--- src/ecq_pkg.sv ---
// Constants, types and register map of the edge event capture queue.
// Assumes one clock where one cycle is one state time; all users import the package.
// How it works
// - Queue keeps seven events plus one in holding register, each with status and time.
// - Status read then time read unloads holding; oldest queued event then advances.
// - Event arriving with queue and holding full sets the pending-event latch instead.
// - Pending latched event enters queue as soon as a slot frees after unload.
// - Latched event is time tagged on entry to queue, not at transition.
// - Nearly-full flag is set while queue holds six or more events.
// - Holding-valid flag is set while the holding register holds an event.
// - Flags count an inserted latched event exactly like a real captured event.
// - A new event is recorded at most once every nine state times.
// - Every capture mode register write resets all the per-input divide-by-eight prescalers.
// - So inputs in divide-by-eight mode lose up to seven counted transitions.
// - Divide-by-eight mode loads every eighth rising edge; other modes each rising, falling or any edge.
// - Clearing an input enable in io_control_zero stops it loading events.
// - Three interrupt sources: nearly full, fourth entry filled, data available.
package ecq_pkg;
   localparam int NUM_IN     = 4;
   localparam int TIME_W     = 16;
   localparam int DATA_W     = 16;
   localparam int ADDR_W     = 4;
   localparam int PTR_W      = 3;
   localparam int CNT_W      = 3;
   localparam int GAP_W      = 4;
   localparam int INT_W      = 3;
   localparam int FIFO_DEPTH = 7;

   localparam logic [PTR_W-1:0] PTR_LAST      = 3'd6;
   localparam logic [CNT_W-1:0] FIFO_FULL_CNT = 3'd7;
   localparam logic [CNT_W-1:0] NF_LEVEL      = 3'd6;
   localparam logic [CNT_W-1:0] FOURTH_LEVEL  = 3'd4;
   localparam logic [2:0]       PRESC_LAST    = 3'd7;

   // Timing: one state time per clock at 40 MHz
   localparam int CLK_PERIOD_NS  = 25;
   localparam int STATE_TIME_NS  = 25;
   localparam int MIN_GAP_ST     = 9;
   localparam int MIN_GAP_CYCLES = (MIN_GAP_ST * STATE_TIME_NS + CLK_PERIOD_NS - 1) / CLK_PERIOD_NS;
   localparam logic [GAP_W-1:0] GAP_RELOAD = GAP_W'(MIN_GAP_CYCLES - 1);

   // Register indices on the plain register port
   localparam logic [ADDR_W-1:0] ADDR_CTRL     = 4'h0;
   localparam logic [ADDR_W-1:0] ADDR_MODE     = 4'h1;
   localparam logic [ADDR_W-1:0] ADDR_STATUS   = 4'h2;
   localparam logic [ADDR_W-1:0] ADDR_TIME     = 4'h3;
   localparam logic [ADDR_W-1:0] ADDR_IOS      = 4'h4;
   localparam logic [ADDR_W-1:0] ADDR_INT_STAT = 4'h5;
   localparam logic [ADDR_W-1:0] ADDR_INT_MASK = 4'h6;
   localparam logic [ADDR_W-1:0] ADDR_TIMER    = 4'h7;

   // Field positions
   localparam int IOS_NF_BIT     = 0;
   localparam int IOS_HV_BIT     = 1;
   localparam int IOS_PEND_BIT   = 2;
   localparam int IOS_CNT_LSB    = 4;
   localparam int STAT_LVL_LSB   = 4;
   localparam int STAT_HV_BIT    = 8;
   localparam int INT_NF_BIT     = 0;
   localparam int INT_FOURTH_BIT = 1;
   localparam int INT_AVAIL_BIT  = 2;

   // Reset values
   localparam logic [NUM_IN-1:0]   CTRL_RST  = 4'h0;
   localparam logic [2*NUM_IN-1:0] MODE_RST  = 8'h00;
   localparam logic [INT_W-1:0]    INT_RST   = 3'h0;
   localparam logic [TIME_W-1:0]   TIMER_RST = 16'h0000;

   typedef enum logic [1:0] {
      MODE_DIV8 = 2'b00,
      MODE_POS  = 2'b01,
      MODE_NEG  = 2'b10,
      MODE_ANY  = 2'b11
   } ecq_mode_e;

   typedef enum logic [1:0] {
      UNL_IDLE  = 2'b01,
      UNL_ARMED = 2'b10
   } ecq_unl_e;

   typedef struct packed {
      logic [NUM_IN-1:0] mask;
      logic [TIME_W-1:0] stamp;
   } ecq_entry_s;
endpackage : ecq_pkg

--- src/ecq_det_if.sv ---
// Carrier between the capture core and the edge detector.
// Assumes both ends share one clock.
`timescale 1ns/1ps
`default_nettype none
interface ecq_det_if;
   import ecq_pkg::*;
   logic [2*NUM_IN-1:0] mode;
   logic [NUM_IN-1:0]   enable;
   logic                presc_clr;
   logic [NUM_IN-1:0]   hit;
   logic [NUM_IN-1:0]   level;
   modport det  (input mode, enable, presc_clr, output hit, level);
   modport core (output mode, enable, presc_clr, input hit, level);
endinterface : ecq_det_if
`default_nettype wire

--- src/ecq_edge_event_capture_queue.sv ---
// Top of the edge event capture queue: register port, queue, holding register, interrupts.
// Assumes a master that keeps strobes one cycle long and never asserts both at once.
`timescale 1ns/1ps
`default_nettype none
module ecq_edge_event_capture_queue
   import ecq_pkg::*;
(
   input  wire logic                      CLK_IN,
   input  wire logic                      SYS_RST_IN,
   input  wire logic                      CLK_EN_IN,
   input  wire logic [ecq_pkg::NUM_IN-1:0] EVT_IN,
   input  wire logic [ecq_pkg::ADDR_W-1:0] ADDR_IN,
   input  wire logic [ecq_pkg::DATA_W-1:0] WDATA_IN,
   input  wire logic                      WR_IN,
   input  wire logic                      RD_IN,
   output var  logic [ecq_pkg::DATA_W-1:0] RDATA_OUT,
   output var  logic                      IRQ_OUT,
   output var  logic                      NEARLY_FULL_OUT,
   output var  logic                      HOLD_VALID_OUT
);
   import ecq_pkg::*;

   // Strobe aimed at one index
   function automatic logic reg_sel(input logic [ADDR_W-1:0] a,
                                    input logic [ADDR_W-1:0] t,
                                    input logic              s);
      return s && (a == t);
   endfunction : reg_sel

   // Pointer wraps after the seventh slot
   function automatic logic [PTR_W-1:0] ptr_inc(input logic [PTR_W-1:0] p);
      return (p == PTR_LAST) ? '0 : p + 3'd1;
   endfunction : ptr_inc

   ecq_det_if det_bus ();

   // Software-visible state
   logic [NUM_IN-1:0]   ctrl_reg;
   logic [2*NUM_IN-1:0] mode_reg;
   logic [INT_W-1:0]    int_mask_reg;
   logic [INT_W-1:0]    int_stat_reg;
   logic [INT_W-1:0]    int_stat_next;
   logic [TIME_W-1:0]   timer_reg;

   // Queue, holding and latch
   ecq_entry_s          fifo_mem [FIFO_DEPTH];
   logic [PTR_W-1:0]    rd_ptr_reg;
   logic [PTR_W-1:0]    wr_ptr_reg;
   logic [CNT_W-1:0]    count_reg;
   logic [CNT_W-1:0]    count_next;
   ecq_entry_s          hold_reg;
   logic                hold_valid_reg;
   logic                pend_reg;
   logic [NUM_IN-1:0]   pend_mask_reg;
   logic [NUM_IN-1:0]   acc_mask_reg;

   // Spacing, unload and outputs
   logic [GAP_W-1:0]    gap_reg;
   ecq_unl_e            unl_state;
   logic                nf_reg;
   logic [DATA_W-1:0]   rdata_reg;
   logic                irq_reg;

   // Decoded strobes
   logic wr_ctrl;
   logic wr_mode;
   logic wr_int_stat;
   logic wr_int_mask;
   logic rd_status;
   logic rd_time;

   // Flow control
   logic unload;
   logic hold_free;
   logic adv;
   logic can_push;
   logic rec_ok;
   logic ins_pend;
   logic push_new;
   logic push;
   logic to_latch;
   logic nf_next;
   logic [NUM_IN-1:0] new_mask;
   logic [NUM_IN-1:0] push_mask;
   logic [INT_W-1:0]  int_evt;

   assign wr_ctrl     = reg_sel(ADDR_IN, ADDR_CTRL, WR_IN);
   assign wr_mode     = reg_sel(ADDR_IN, ADDR_MODE, WR_IN);
   assign wr_int_stat = reg_sel(ADDR_IN, ADDR_INT_STAT, WR_IN);
   assign wr_int_mask = reg_sel(ADDR_IN, ADDR_INT_MASK, WR_IN);
   assign rd_status   = reg_sel(ADDR_IN, ADDR_STATUS, RD_IN);
   assign rd_time     = reg_sel(ADDR_IN, ADDR_TIME, RD_IN);

   assign det_bus.mode      = mode_reg;
   assign det_bus.enable    = ctrl_reg;
   assign det_bus.presc_clr = wr_mode;

   // Edge detection and prescalers
   ecq_edge_det u_det (
      .clk_in (CLK_IN),
      .rst_in (SYS_RST_IN),
      .ce_in  (CLK_EN_IN),
      .evt_in (EVT_IN),
      .det    (det_bus.det)
   );

   // Software registers
   // Writes to read-only indices are dropped
   always_ff @(posedge CLK_IN) begin
      if (SYS_RST_IN) begin
         ctrl_reg     <= CTRL_RST;
         mode_reg     <= MODE_RST;
         int_mask_reg <= INT_RST;
      end else if (CLK_EN_IN) begin
         if (wr_ctrl) begin
            ctrl_reg <= WDATA_IN[NUM_IN-1:0];
         end
         if (wr_mode) begin
            mode_reg <= WDATA_IN[2*NUM_IN-1:0];
         end
         if (wr_int_mask) begin
            int_mask_reg <= WDATA_IN[INT_W-1:0];
         end
      end
   end

   // Free-running time base, one count per state time
   // Wraps silently; stamps are modulo its width
   always_ff @(posedge CLK_IN) begin
      if (SYS_RST_IN) begin
         timer_reg <= TIMER_RST;
      end else if (CLK_EN_IN) begin
         timer_reg <= timer_reg + 16'h0001;
      end
   end

   // A time read with no status read first unloads nothing
   // unload needs status read, then time read
   always_ff @(posedge CLK_IN) begin
      if (SYS_RST_IN) begin
         unl_state <= UNL_IDLE;
      end else if (CLK_EN_IN) begin
         case (unl_state)
            UNL_IDLE: begin
               if (rd_status) begin
                  unl_state <= UNL_ARMED;
               end
            end
            UNL_ARMED: begin
               if (rd_time) begin
                  unl_state <= UNL_IDLE;
               end
            end
            // Illegal codes fall back to idle
            default: unl_state <= UNL_IDLE;
         endcase
      end
   end

   // Queue flow control
   always_comb begin
      unload    = rd_time && (unl_state == UNL_ARMED) && hold_valid_reg;
      hold_free = !hold_valid_reg || unload;
      adv       = hold_free && (count_reg != '0);
      // seven queue slots, eighth in holding
      can_push  = (count_reg != FIFO_FULL_CNT) || adv;
      // Edges seen in the gap merge into one record
      new_mask  = acc_mask_reg | det_bus.hit;
      rec_ok    = (gap_reg == '0) && (new_mask != '0);
      ins_pend  = pend_reg && can_push;
      push_new  = rec_ok && can_push && !pend_reg;
      push      = ins_pend || push_new;
      push_mask = ins_pend ? pend_mask_reg : new_mask;
      // While latched, new events join the latch
      // no room: latch instead of queue
      to_latch  = rec_ok && (!can_push || pend_reg);

      // Push with advance keeps the count
      // inserted latch counts as a real entry
      case ({push, adv})
         2'b10:   count_next = count_reg + 3'd1;
         2'b01:   count_next = count_reg - 3'd1;
         default: count_next = count_reg;
      endcase
      nf_next = (count_next >= NF_LEVEL);
   end

   // Spacing counter and accumulation of edges seen during the gap
   // nine-cycle spacing
   always_ff @(posedge CLK_IN) begin
      if (SYS_RST_IN) begin
         gap_reg      <= '0;
         acc_mask_reg <= '0;
      end else if (CLK_EN_IN) begin
         if (rec_ok) begin
            gap_reg      <= GAP_RELOAD;
            acc_mask_reg <= '0;
         end else if (gap_reg != '0) begin
            gap_reg      <= gap_reg - 4'd1;
            acc_mask_reg <= acc_mask_reg | det_bus.hit;
         end
      end
   end

   // Pending-event latch
   // latch when full
   always_ff @(posedge CLK_IN) begin
      if (SYS_RST_IN) begin
         pend_reg      <= 1'b0;
         pend_mask_reg <= '0;
      end else if (CLK_EN_IN) begin
         // Insert and re-latch may share a cycle
         if (ins_pend) begin
            pend_reg      <= to_latch;
            pend_mask_reg <= to_latch ? new_mask : '0;
         end else if (to_latch) begin
            pend_reg      <= 1'b1;
            pend_mask_reg <= pend_mask_reg | new_mask;
         end
      end
   end

   // Queue storage, pointers and fill count
   // Storage has no reset; pointers and count decide validity
   always_ff @(posedge CLK_IN) begin
      if (SYS_RST_IN) begin
         rd_ptr_reg <= '0;
         wr_ptr_reg <= '0;
         count_reg  <= '0;
         nf_reg     <= 1'b0;
      end else if (CLK_EN_IN) begin
         if (push) begin
            fifo_mem[wr_ptr_reg] <= '{mask: push_mask, stamp: timer_reg};
            wr_ptr_reg           <= ptr_inc(wr_ptr_reg);
         end
         if (adv) begin
            rd_ptr_reg <= ptr_inc(rd_ptr_reg);
         end
         count_reg <= count_next;
         nf_reg    <= nf_next;
      end
   end

   // Holding register
   // eighth storage slot
   always_ff @(posedge CLK_IN) begin
      if (SYS_RST_IN) begin
         hold_reg       <= '0;
         hold_valid_reg <= 1'b0;
      end else if (CLK_EN_IN) begin
         if (adv) begin
            hold_reg       <= fifo_mem[rd_ptr_reg];
            hold_valid_reg <= 1'b1;
         end else if (unload) begin
            // Emptied only when nothing waits
            hold_valid_reg <= 1'b0;
         end
      end
   end

   // Fourth-entry source fires only on the way up
   // three interrupt sources
   always_comb begin
      int_evt                 = '0;
      int_evt[INT_NF_BIT]     = nf_next && !nf_reg;
      int_evt[INT_FOURTH_BIT] = (count_next == FOURTH_LEVEL) && (count_reg < FOURTH_LEVEL);
      // Any move into holding
      int_evt[INT_AVAIL_BIT]  = adv;
      // New events win over a write-one clear
      int_stat_next = int_stat_reg;
      if (wr_int_stat) begin
         int_stat_next = int_stat_reg & ~WDATA_IN[INT_W-1:0];
      end
      int_stat_next = int_stat_next | int_evt;
   end

   always_ff @(posedge CLK_IN) begin
      if (SYS_RST_IN) begin
         int_stat_reg <= INT_RST;
         irq_reg      <= 1'b0;
      end else if (CLK_EN_IN) begin
         int_stat_reg <= int_stat_next;
         irq_reg      <= |(int_stat_reg & int_mask_reg);
      end
   end

   // Read data, valid only in the cycle after the strobe
   // Unmapped indices read back as zero
   always_ff @(posedge CLK_IN) begin
      if (SYS_RST_IN) begin
         rdata_reg <= '0;
      end else if (CLK_EN_IN) begin
         rdata_reg <= '0;
         if (RD_IN) begin
            if (ADDR_IN == ADDR_CTRL) begin
               rdata_reg[NUM_IN-1:0] <= ctrl_reg;
            end else if (ADDR_IN == ADDR_MODE) begin
               rdata_reg[2*NUM_IN-1:0] <= mode_reg;
            end else if (ADDR_IN == ADDR_STATUS) begin
               rdata_reg[NUM_IN-1:0]                   <= hold_reg.mask;
               rdata_reg[STAT_LVL_LSB +: NUM_IN]       <= det_bus.level;
               rdata_reg[STAT_HV_BIT]                  <= hold_valid_reg;
            end else if (ADDR_IN == ADDR_TIME) begin
               rdata_reg[TIME_W-1:0] <= hold_reg.stamp;
            end else if (ADDR_IN == ADDR_IOS) begin
               rdata_reg[IOS_NF_BIT]             <= nf_reg;
               rdata_reg[IOS_HV_BIT]             <= hold_valid_reg;
               rdata_reg[IOS_PEND_BIT]           <= pend_reg;
               rdata_reg[IOS_CNT_LSB +: CNT_W]   <= count_reg;
            end else if (ADDR_IN == ADDR_INT_STAT) begin
               rdata_reg[INT_W-1:0] <= int_stat_reg;
            end else if (ADDR_IN == ADDR_INT_MASK) begin
               rdata_reg[INT_W-1:0] <= int_mask_reg;
            end else if (ADDR_IN == ADDR_TIMER) begin
               rdata_reg[TIME_W-1:0] <= timer_reg;
            end
         end
      end
   end

   // Every output comes straight from a flop
   assign RDATA_OUT       = rdata_reg;
   assign IRQ_OUT         = irq_reg;
   assign NEARLY_FULL_OUT = nf_reg;
   assign HOLD_VALID_OUT  = hold_valid_reg;
endmodule : ecq_edge_event_capture_queue
`default_nettype wire

--- src/ecq_edge_det.sv ---
// Per-input transition detector with divide-by-eight prescalers.
// Assumes event inputs are synchronous to the clock.
`timescale 1ns/1ps
`default_nettype none
module ecq_edge_det
   import ecq_pkg::*;
(
   input  wire logic              clk_in,
   input  wire logic              rst_in,
   input  wire logic              ce_in,
   input  wire logic [NUM_IN-1:0] evt_in,
   ecq_det_if.det                 det
);
   import ecq_pkg::*;

   logic [NUM_IN-1:0] prev_reg;
   logic [NUM_IN-1:0] hit_reg;

   always_ff @(posedge clk_in) begin
      if (rst_in) begin
         prev_reg <= '0;
      end else if (ce_in) begin
         prev_reg <= evt_in;
      end
   end

   genvar gi;
   generate
      for (gi = 0; gi < NUM_IN; gi++) begin : g_in
         logic       pos;
         logic       neg;
         logic       sel;
         logic [2:0] presc_reg;
         ecq_mode_e  md;
         assign pos = evt_in[gi] & ~prev_reg[gi];
         assign neg = ~evt_in[gi] & prev_reg[gi];
         assign md  = ecq_mode_e'(det.mode[2*gi +: 2]);

         always_ff @(posedge clk_in) begin
            if (rst_in) begin
               presc_reg <= '0;
            end else if (ce_in) begin
               if (det.presc_clr) begin
                  presc_reg <= '0;
               end else if (pos) begin
                  presc_reg <= presc_reg + 3'd1;
               end
            end
         end

         // eighth rising edge, or each rising, falling or any edge
         always_comb begin
            case (md)
               MODE_DIV8: sel = pos && (presc_reg == PRESC_LAST) && !det.presc_clr;
               MODE_POS:  sel = pos;
               MODE_NEG:  sel = neg;
               default:   sel = pos | neg;
            endcase
         end

         always_ff @(posedge clk_in) begin
            if (rst_in) begin
               hit_reg[gi] <= 1'b0;
            end else if (ce_in) begin
               hit_reg[gi] <= sel & det.enable[gi];
            end
         end
      end
   endgenerate

   assign det.hit   = hit_reg;
   assign det.level = prev_reg;
endmodule : ecq_edge_det
`default_nettype wire

--- config.mk ---
export PLATFORM = sky130hd
export DESIGN_NAME = ecq_edge_event_capture_queue
export DESIGN_NICKNAME = d
export VERILOG_FILES = /design/src/ecq_pkg.sv /design/src/ecq_det_if.sv /design/src/ecq_edge_event_capture_queue.sv /design/src/ecq_edge_det.sv
export SDC_FILE = /design/constraint.sdc
export NUM_CORES = 1
export LEC_CHECK = 0
export BUFFER_PORTS_ARGS = -buffer_cell sky130_fd_sc_hd__buf_2
export CORE_UTILIZATION = 31
export CTS_CLUSTER_DIAMETER = 80
export DETAILED_ROUTE_END_ITERATION = 10
export SLEW_MARGIN = 10
export SYNTH_ARGS = -nofsm -noshare
export SYNTH_HDL_FRONTEND = slang
export SYNTH_HIERARCHICAL = 1
export SYNTH_SLANG_ARGS = --single-unit
--- constraint.sdc ---
create_clock -name CLK_IN -period 5.92 [get_ports CLK_IN]
set_input_delay 1.184 -clock CLK_IN [delete_from_list [all_inputs] [get_ports CLK_IN]]
set_output_delay 1.184 -clock CLK_IN [all_outputs]
set_load 0.02 [all_outputs]
==> results.md, run 1 <==
* WHS at 468 ps
* Most instantiated cells after synthesis: edfxtp_1 (140), dfxtp_1 (117), nor2_1 (105)
* CP required at 6390 ps
* Antenna violations before repair at 0
* Slew margin rel. at 0.334
* Total CTS buffers at 26
* Sw Share at 0.260
* Vias in the first global route at 7016
* CTS tree: yes
* Pre-Repair DR Iteration Count at 6
* Part of the power in registers at 0.469
* Mapped Area at 11100 µm²
* Synthesis-to-finish area growth at 14.5%
* Gate power share at 0.132
* Setup violators final at 0
* Htree depth at 1
* Vias per inst at 5.01
* Row cnt at 69
* Post-Route WL at 24.6 mm
* Max FFs per register at 140
* Synthesized instance count at 934
* LEAKAGE at 0.00428 µW
* Max-slew violations at 0
* Fin Clk Skew at 9.46 ps
* Ys async rst share at 0
* Worst-path fanout max at 30
* Net Sw Power at 1140 µW
* Final worst path period share at 0.671
* Reg2Reg Depth at 12
* Outcome: finished clean
* GPL Wtd Cong at 0.838
* EDFF count, synth at 140
* Main synth FF type: edfxtp_1
* Int Power at 3240 µW
* Core Box Area at 35500 µm²
* Reg2Reg Capture Point: int_stat_reg[0]
* Peak VDD IR at 260 µV
* Yosys reg bits at 257
* Synthesis warning total at 6
* CP startpoint kind: input port
* ANT cells at 0
* Hold crit path type: flop to flop
* CTS Buffer Depth at 3
* WP data arrival at 4440 ps
* Initial core utilization at 0.314
* Max cap viols at 0
* Hold_sp: pend_mask_reg[2]
* Vias at 7218
* Synth area leader: edfxtp_1
* Die height at 192 µm
* Power density over the cells at 344 nW/µm²
* Number of top-level pins at 48
* DPL Wire Length at 15.8 mm
* WL/cell at 17.1 µm
* 1st-iter DRT viols at 467
* DRC at 0
* Worst skew pair latency at 540 ps
* Worst Setup End Kind: flop
* Final hold violations at 0
* Total GRT Usage at 0.136
* Syn_nets at 983
* Hold_buf cts at 0
* First-pass GRT wire length at 39.3 mm
* Aggregate global routing overflow at 0
* Root Driver: clkbuf_16
* Most area-consuming cells after synthesis: edfxtp_1 (38%), dfxtp_1 (21%), mux2i_1 (5.3%)
* Fin Setup TNS at 0 ps
* Area of the die at 36700 µm²
* Setup bufs post-CTS at 0
* Share of layout cells above drive strength 1 at 0.173
* Worst flop-to-flop path startpoint: gap_reg[0]
* Top-count cell post-synth: edfxtp_1
* Clock network power share at 0.399
* Port bufs at 39
* Cts repair resizes at 0
* Critical path class: input port to flop
* Tmin final at 3970 ps
* Achievable frequency at 252 MHz
* Synth unique cells at 71
* Worst Tran Pin Value at 991 ps
* Clock sinks at 257
* Top cell type's share of synthesized area at 0.377
* Nets at 1009
* Register area share after synthesis at 0.588
* RSZ-0062 raised after global routing: no
* Chip width at 192 µm
* Detail Route Antenna Nets at 0
* Average cell area after synthesis at 11.9 µm²
* Flop2flop setup slack at 2620 ps
* Worst Hold Path EP: pend_mask_reg[2]
* Clk slew on worst S/H paths at 60 ps
* Pin count of the biggest net entering global routing at 64
* Hold Crit Depth at 1
[power by group through the flow]
stage | Clock [µW] | Sequential (µW) | Combinational, µW
3_3_place_gp | 0 | 2090 | 569
4_1_cts | 1790 | 2060 | 582
5_1_grt | 1860 | 2070 | 645
6_report | 1750 | 2050 | 579
2_1_floorplan | 0 | 2030 | 514
3_5_place_dp | 0 | 2090 | 578
[final cells by class]
| cell class | instances | area (µm²) |
|---|---|---|
| clock buffers | 32 | 713 |
| clock inverters | 16 | 223 |
| fillers | 3423 | 22700 |
| inverters | 29 | 109 |
| multi-input cells | 595 | 4280 |
| flip-flops and latches | 257 | 6550 |
| well taps | 461 | 577 |
| repair buffers | 51 | 300 |
[cell usage in the layout, fill, tap and decap left out, types with 8 or more instances in the layout]
master	synthesis	layout
dfxtp_1	117	115
inv_1	28	28
a21oi_1	67	67
mux2i_1	59	59
nand2_1	63	63
clkbuf_16	0	26
a211oi_2	18	18
edfxtp_1	140	140
nand2b_1	13	13
o21ai_0	48	48
nor2_1	105	103
a32oi_1	8	8
nor2b_1	14	14
mux4_2	20	20
ha_1	19	19
nor3_1	13	11
buf_4	4	12
nand3_1	10	10
buf_2	4	38
xor2_1	10	10
[kinds of logic after synthesis]
group	count (synthesis)	synth area share
AOI/OAI and AO/OA	207	0.128
xor gates and xnor gates	17	0.0134
adders and majority gates	20	0.0231
buffers and inverters	82	0.0315
DFF	257	0.588
muxes	86	0.101
and+or+nand+nor	265	0.116
[stage by stage]
stage,total power [µW],setup slack [ps],utilization,instances,area [µm²]
6_report,4380,1950,0.359,1441,12800
5_1_grt,4570,1670,0.359,1441,12800
4_1_cts,4430,2010,0.359,1441,12800
3_5_place_dp,2670,1480,0.333,1393,11800
3_3_place_gp,2660,1460,0.333,1393,11800
2_1_floorplan,2550,1190,-,934,11100
[worst max path at each step]
stage | start | endpoint | slack (ps) | depth (start not counted)
6_report | ADDR_IN[0] | int_stat_reg[0] | 1950 | 12
5_1_grt | ADDR_IN[0] | int_stat_reg[0] | 1670 | 12
4_1_cts | ADDR_IN[0] | int_stat_reg[0] | 2010 | 12
3_5_place_dp | ADDR_IN[0] | int_stat_reg[0] | 1480 | 12
3_3_place_gp | ADDR_IN[0] | int_stat_reg[0] | 1460 | 12
2_1_floorplan | ADDR_IN[2] | fifo_mem[6][0] | 1190 | 4
[layer usage]
layer  global-route usage  part of all wire
met1                0.187              0.47
met3               0.0200             0.037
met2                0.222              0.47
met5                    0                 0
met4               0.0372             0.019
[critical path, stage by stage]
cell and delay, ps:
buf_2 430, nand2_1 310, or4_4 590, a21oi_1 180, ha_1 210, inv_1 60
fa_1 370, xor2_1 250, a22o_1 170, a21oi_1 70, or3b_2 450, a21oi_1 140
Power figures use the tool's default switching activity.
==> run 2, diff against run 1 <==
--- a/config.mk
+++ b/config.mk
@@ -5,6 +5,7 @@
 export SDC_FILE = /design/constraint.sdc
 export NUM_CORES = 1
 export LEC_CHECK = 0
+export ABC_AREA = 1
 export BUFFER_PORTS_ARGS = -buffer_cell sky130_fd_sc_hd__buf_2
 export CORE_UTILIZATION = 31
 export CTS_CLUSTER_DIAMETER = 80
==> constraint.sdc (replaced) <==
create_clock -name CLK_IN -period 3.69 [get_ports CLK_IN]
set_input_delay 0.738 -clock CLK_IN [delete_from_list [all_inputs] [get_ports CLK_IN]]
set_output_delay 0.738 -clock CLK_IN [all_outputs]
set_load 0.02 [all_outputs]
==> run 2 against run 1 <==
Net effect: clock skew up 26 ps; global-route usage up 1.0 points; synthesized cell count is 33% higher; clock power is 47% higher.
==> results.md, run 2 <==
* DRC at 0 (unchanged)
* Port bufs at 39 (unchanged)
* Synthesis warning total at 6 (unchanged)
* Xor/xnor share of the synthesized area at 0.00313 (-0.0102)
* CP required at 4180 ps (-2210 ps)
* Area of the die at 36800 µm² (+0.33%)
* WP data arrival at 3330 ps (-1110 ps)
* Fin Setup TNS at 0 ps (unchanged)
* Vias at 8495 (+18%)
* Power density over the cells at 496 nW/µm² (+44%)
* Main combinational cell family by area after synthesis: simple AND/OR/NAND/NOR gates
* GPL Wtd Cong at 0.823 (-1.8%)
* Post-synthesis compound-gate area fraction at 0.136 (+0.00864)
* Setup bufs post-CTS at 0 (unchanged)
* Hold crit path type: input port to flop
* Pin count of the biggest net entering global routing at 62 (-3.1%)
* Clock sinks at 257 (unchanged)
* WL/cell at 15.4 µm (-9.9%)
* Yosys reg bits at 257 (unchanged)
* Core Box Area at 35500 µm² (unchanged)
* DPL Wire Length at 17.9 mm (+14%)
* Synth area leader: edfxtp_1
* Total GRT Usage at 0.146 (+0.0104)
* Peak VDD IR at 348 µV (+34%)
* EDFF count, synth at 140 (unchanged)
* Post-DP Area at 11900 µm² (+0.74%)
* Total CTS buffers at 26 (unchanged)
* Max cap viols at 0 (unchanged)
* LEAKAGE at 0.00482 µW (+13%)
* Share of layout cells above drive strength 1 at 0.102 (-0.0716)
* Commonest non-fill, non-tap cell in the layout: nand2_1
* CTS tree: yes
* Critical path class: flop to flop
* CP startpoint kind: flop
* Pre-Repair DR Iteration Count at 6 (unchanged)
* Slew margin rel. at 0.430 (+0.0963)
* First-pass GRT wire length at 42.2 mm (+7.4%)
* Setup violators final at 0 (unchanged)
* Tmin final at 2830 ps
* Mapped Area at 11200 µm² (+0.34%)
* Final worst path period share at 0.768
* 1st-iter DRT viols at 489 (+4.7%)
* Number of top-level pins at 48 (unchanged)
* Clk slew on worst S/H paths at 60 ps (about the same)
* Post-Route WL at 27.0 mm (+9.8%)
* Cts repair resizes at 0 (unchanged)
* Filler cell count at 3545 (+3.6%)
* Fin Clk Skew at 35.4 ps (+25.9 ps)
* Nets at 1325 (+31%)
* Synth Area in Adders at 0.0231 (-0.0000777)
* Ys async rst share at 0 (unchanged)
* ANT cells at 0 (unchanged)
* Average cell area after synthesis at 9.01 µm² (-24%)
* Max FFs per register at 140 (unchanged)
* Htree depth at 1 (unchanged)
* Main synth FF type: edfxtp_1
* Synth unique cells at 43 (-39%)
* Post-route cell area at 12700 µm² (about the same)
* Top-count cell post-synth: nand2_1
* Root Driver: clkbuf_16
* Worst Setup End Kind: flop
* CTS Buffer Depth at 3 (unchanged)
* Syn_nets at 1289 (+31%)
* Post-Layout Cell Count at 1757 (+22%)
* Worst skew pair latency at 550 ps (about the same)
* RSZ-0062 raised after global routing: no
* Row cnt at 69 (unchanged)
* Post-synthesis mux area share at 0 (-0.101)
* Most area-consuming cells after synthesis: edfxtp_1 (38%), dfxtp_1 (21%), nand2_1 (9.1%)
* Worst-path fanout max at 6 (-80%)
* Worst Tran Pin Value at 854 ps (-137 ps)
* Achievable frequency at 353 MHz
* Final hold violations at 0 (unchanged)
* Most instantiated cells after synthesis: nand2_1 (270), edfxtp_1 (140), nor2_1 (135)
* Vias per inst at 4.83 (-3.5%)
* Outcome: finished clean
* Hold_buf cts at 0 (unchanged)
* Commonest cells after routing, fill and taps aside: nand2_1 (270), edfxtp_1 (140), nor2_1 (132), a21oi_1 (117), dfxtp_1 (116)
* Aggregate global routing overflow at 0 (unchanged)
* Die height at 192 µm (+0.17%)
* Chip width at 192 µm (+0.17%)
* Antenna violations before repair at 0 (unchanged)
* Register area share after synthesis at 0.586 (-0.00197)
* Detail Route Antenna Nets at 0 (unchanged)
* Synthesized instance count at 1240 (+33%)
* Initial core utilization at 0.315 (+0.00106)
* Placed cells at 1709 (+23%)
* Synth Area in Simple Gates at 0.194 (+0.0778)
* Vias in the first global route at 7853 (+12%)
* WHS at 443 ps (-25.2 ps)
* Max-slew violations at 0 (unchanged)
* Top cell type's share of synthesized area at 0.376 (-0.00127)
* Synthesis-to-finish area growth at 14.1%
-- run 2: cell types whose count changed in the layout (fill, tap and decap cells not counted), moves of 20 or more --
cell / change
mux2i_1: -59
a21oi_1: +50
o21ai_0: +61
inv_1: +75
nand3_1: +66
nand2_1: +207
nor2_1: +29
mux4_2: -20
-- run 2: worst paths after layout --
check	start	to	slack, ps	cells past startpoint
worst max-delay path	count_reg[2]	int_stat_reg[0]	860	13
worst min-delay path	WDATA_IN[4]	det_bus.mode[4]	440	3
worst max register to register	count_reg[2]	int_stat_reg[0]	860	13
worst min register to register	hold_reg[15]	hold_reg[15]	450	2
-- run 2: kinds of logic after synthesis --
kind of cell	count (synthesis)
buffers and inverters	160
XOR/XNOR	4
adder cells (fa/ha/maj)	20
AND/OR/NAND/NOR	521
AO/OA/AOI/OAI	278
flip-flops	257
-- run 2: metal layers --
layer  vias to the layer above  part of all wire  wire [µm]  GRT usage
li1                       4268                 -          -          -
met5                         -                 0          0          0
met4                         0             0.022        584     0.0452
met3                        42             0.048       1290     0.0175
met1                      3990              0.48      12900      0.206
met2                       195              0.45      12200      0.235
-- run 2: worst max-delay path, cell delays in order (launching register included) --
cell     delay (ps)
dfxtp_1         380
inv_1           100
nor3_1          230
nand3_2         220
o21ai_2         220
ha_1            220
inv_1            70
fa_1            380
or2_2           300
nand2_1         100
xor2_1          210
nand3_1         130
nor2_1          120
o21a_1          110
-- run 2: power by group --
| group | total, µW | internal, µW | switching, µW |
|---|---|---|---|
| Clock | 2570 | 1480 | 1090 |
| Sequential | 3130 | 3070 | 67.0 |
| Combinational | 614 | 198 | 416 |
| Total | 6320 | 4740 | 1580 |
-- run 2: final cells by class --
cell class / count / area [µm²] / area share
repair buffers: 58 / 350 / 0.0275
inverters: 110 / 418 / 0.0328
clock buffers: 34 / 733 / 0.0575
well taps: 461 / 577 / 0.0452
flip-flops and latches: 257 / 6550 / 0.514
multi-input cells: 823 / 4010 / 0.315
clock inverters: 14 / 114 / 0.00893
-- run 2: per-stage QoR --
step	utilization	total power [µW]	worst slack [ps]
2_1_floorplan	-	3620	333
3_3_place_gp	0.335	3790	399
3_5_place_dp	0.335	3800	379
4_1_cts	0.359	6380	881
5_1_grt	0.359	6590	663
6_report	0.359	6320	857
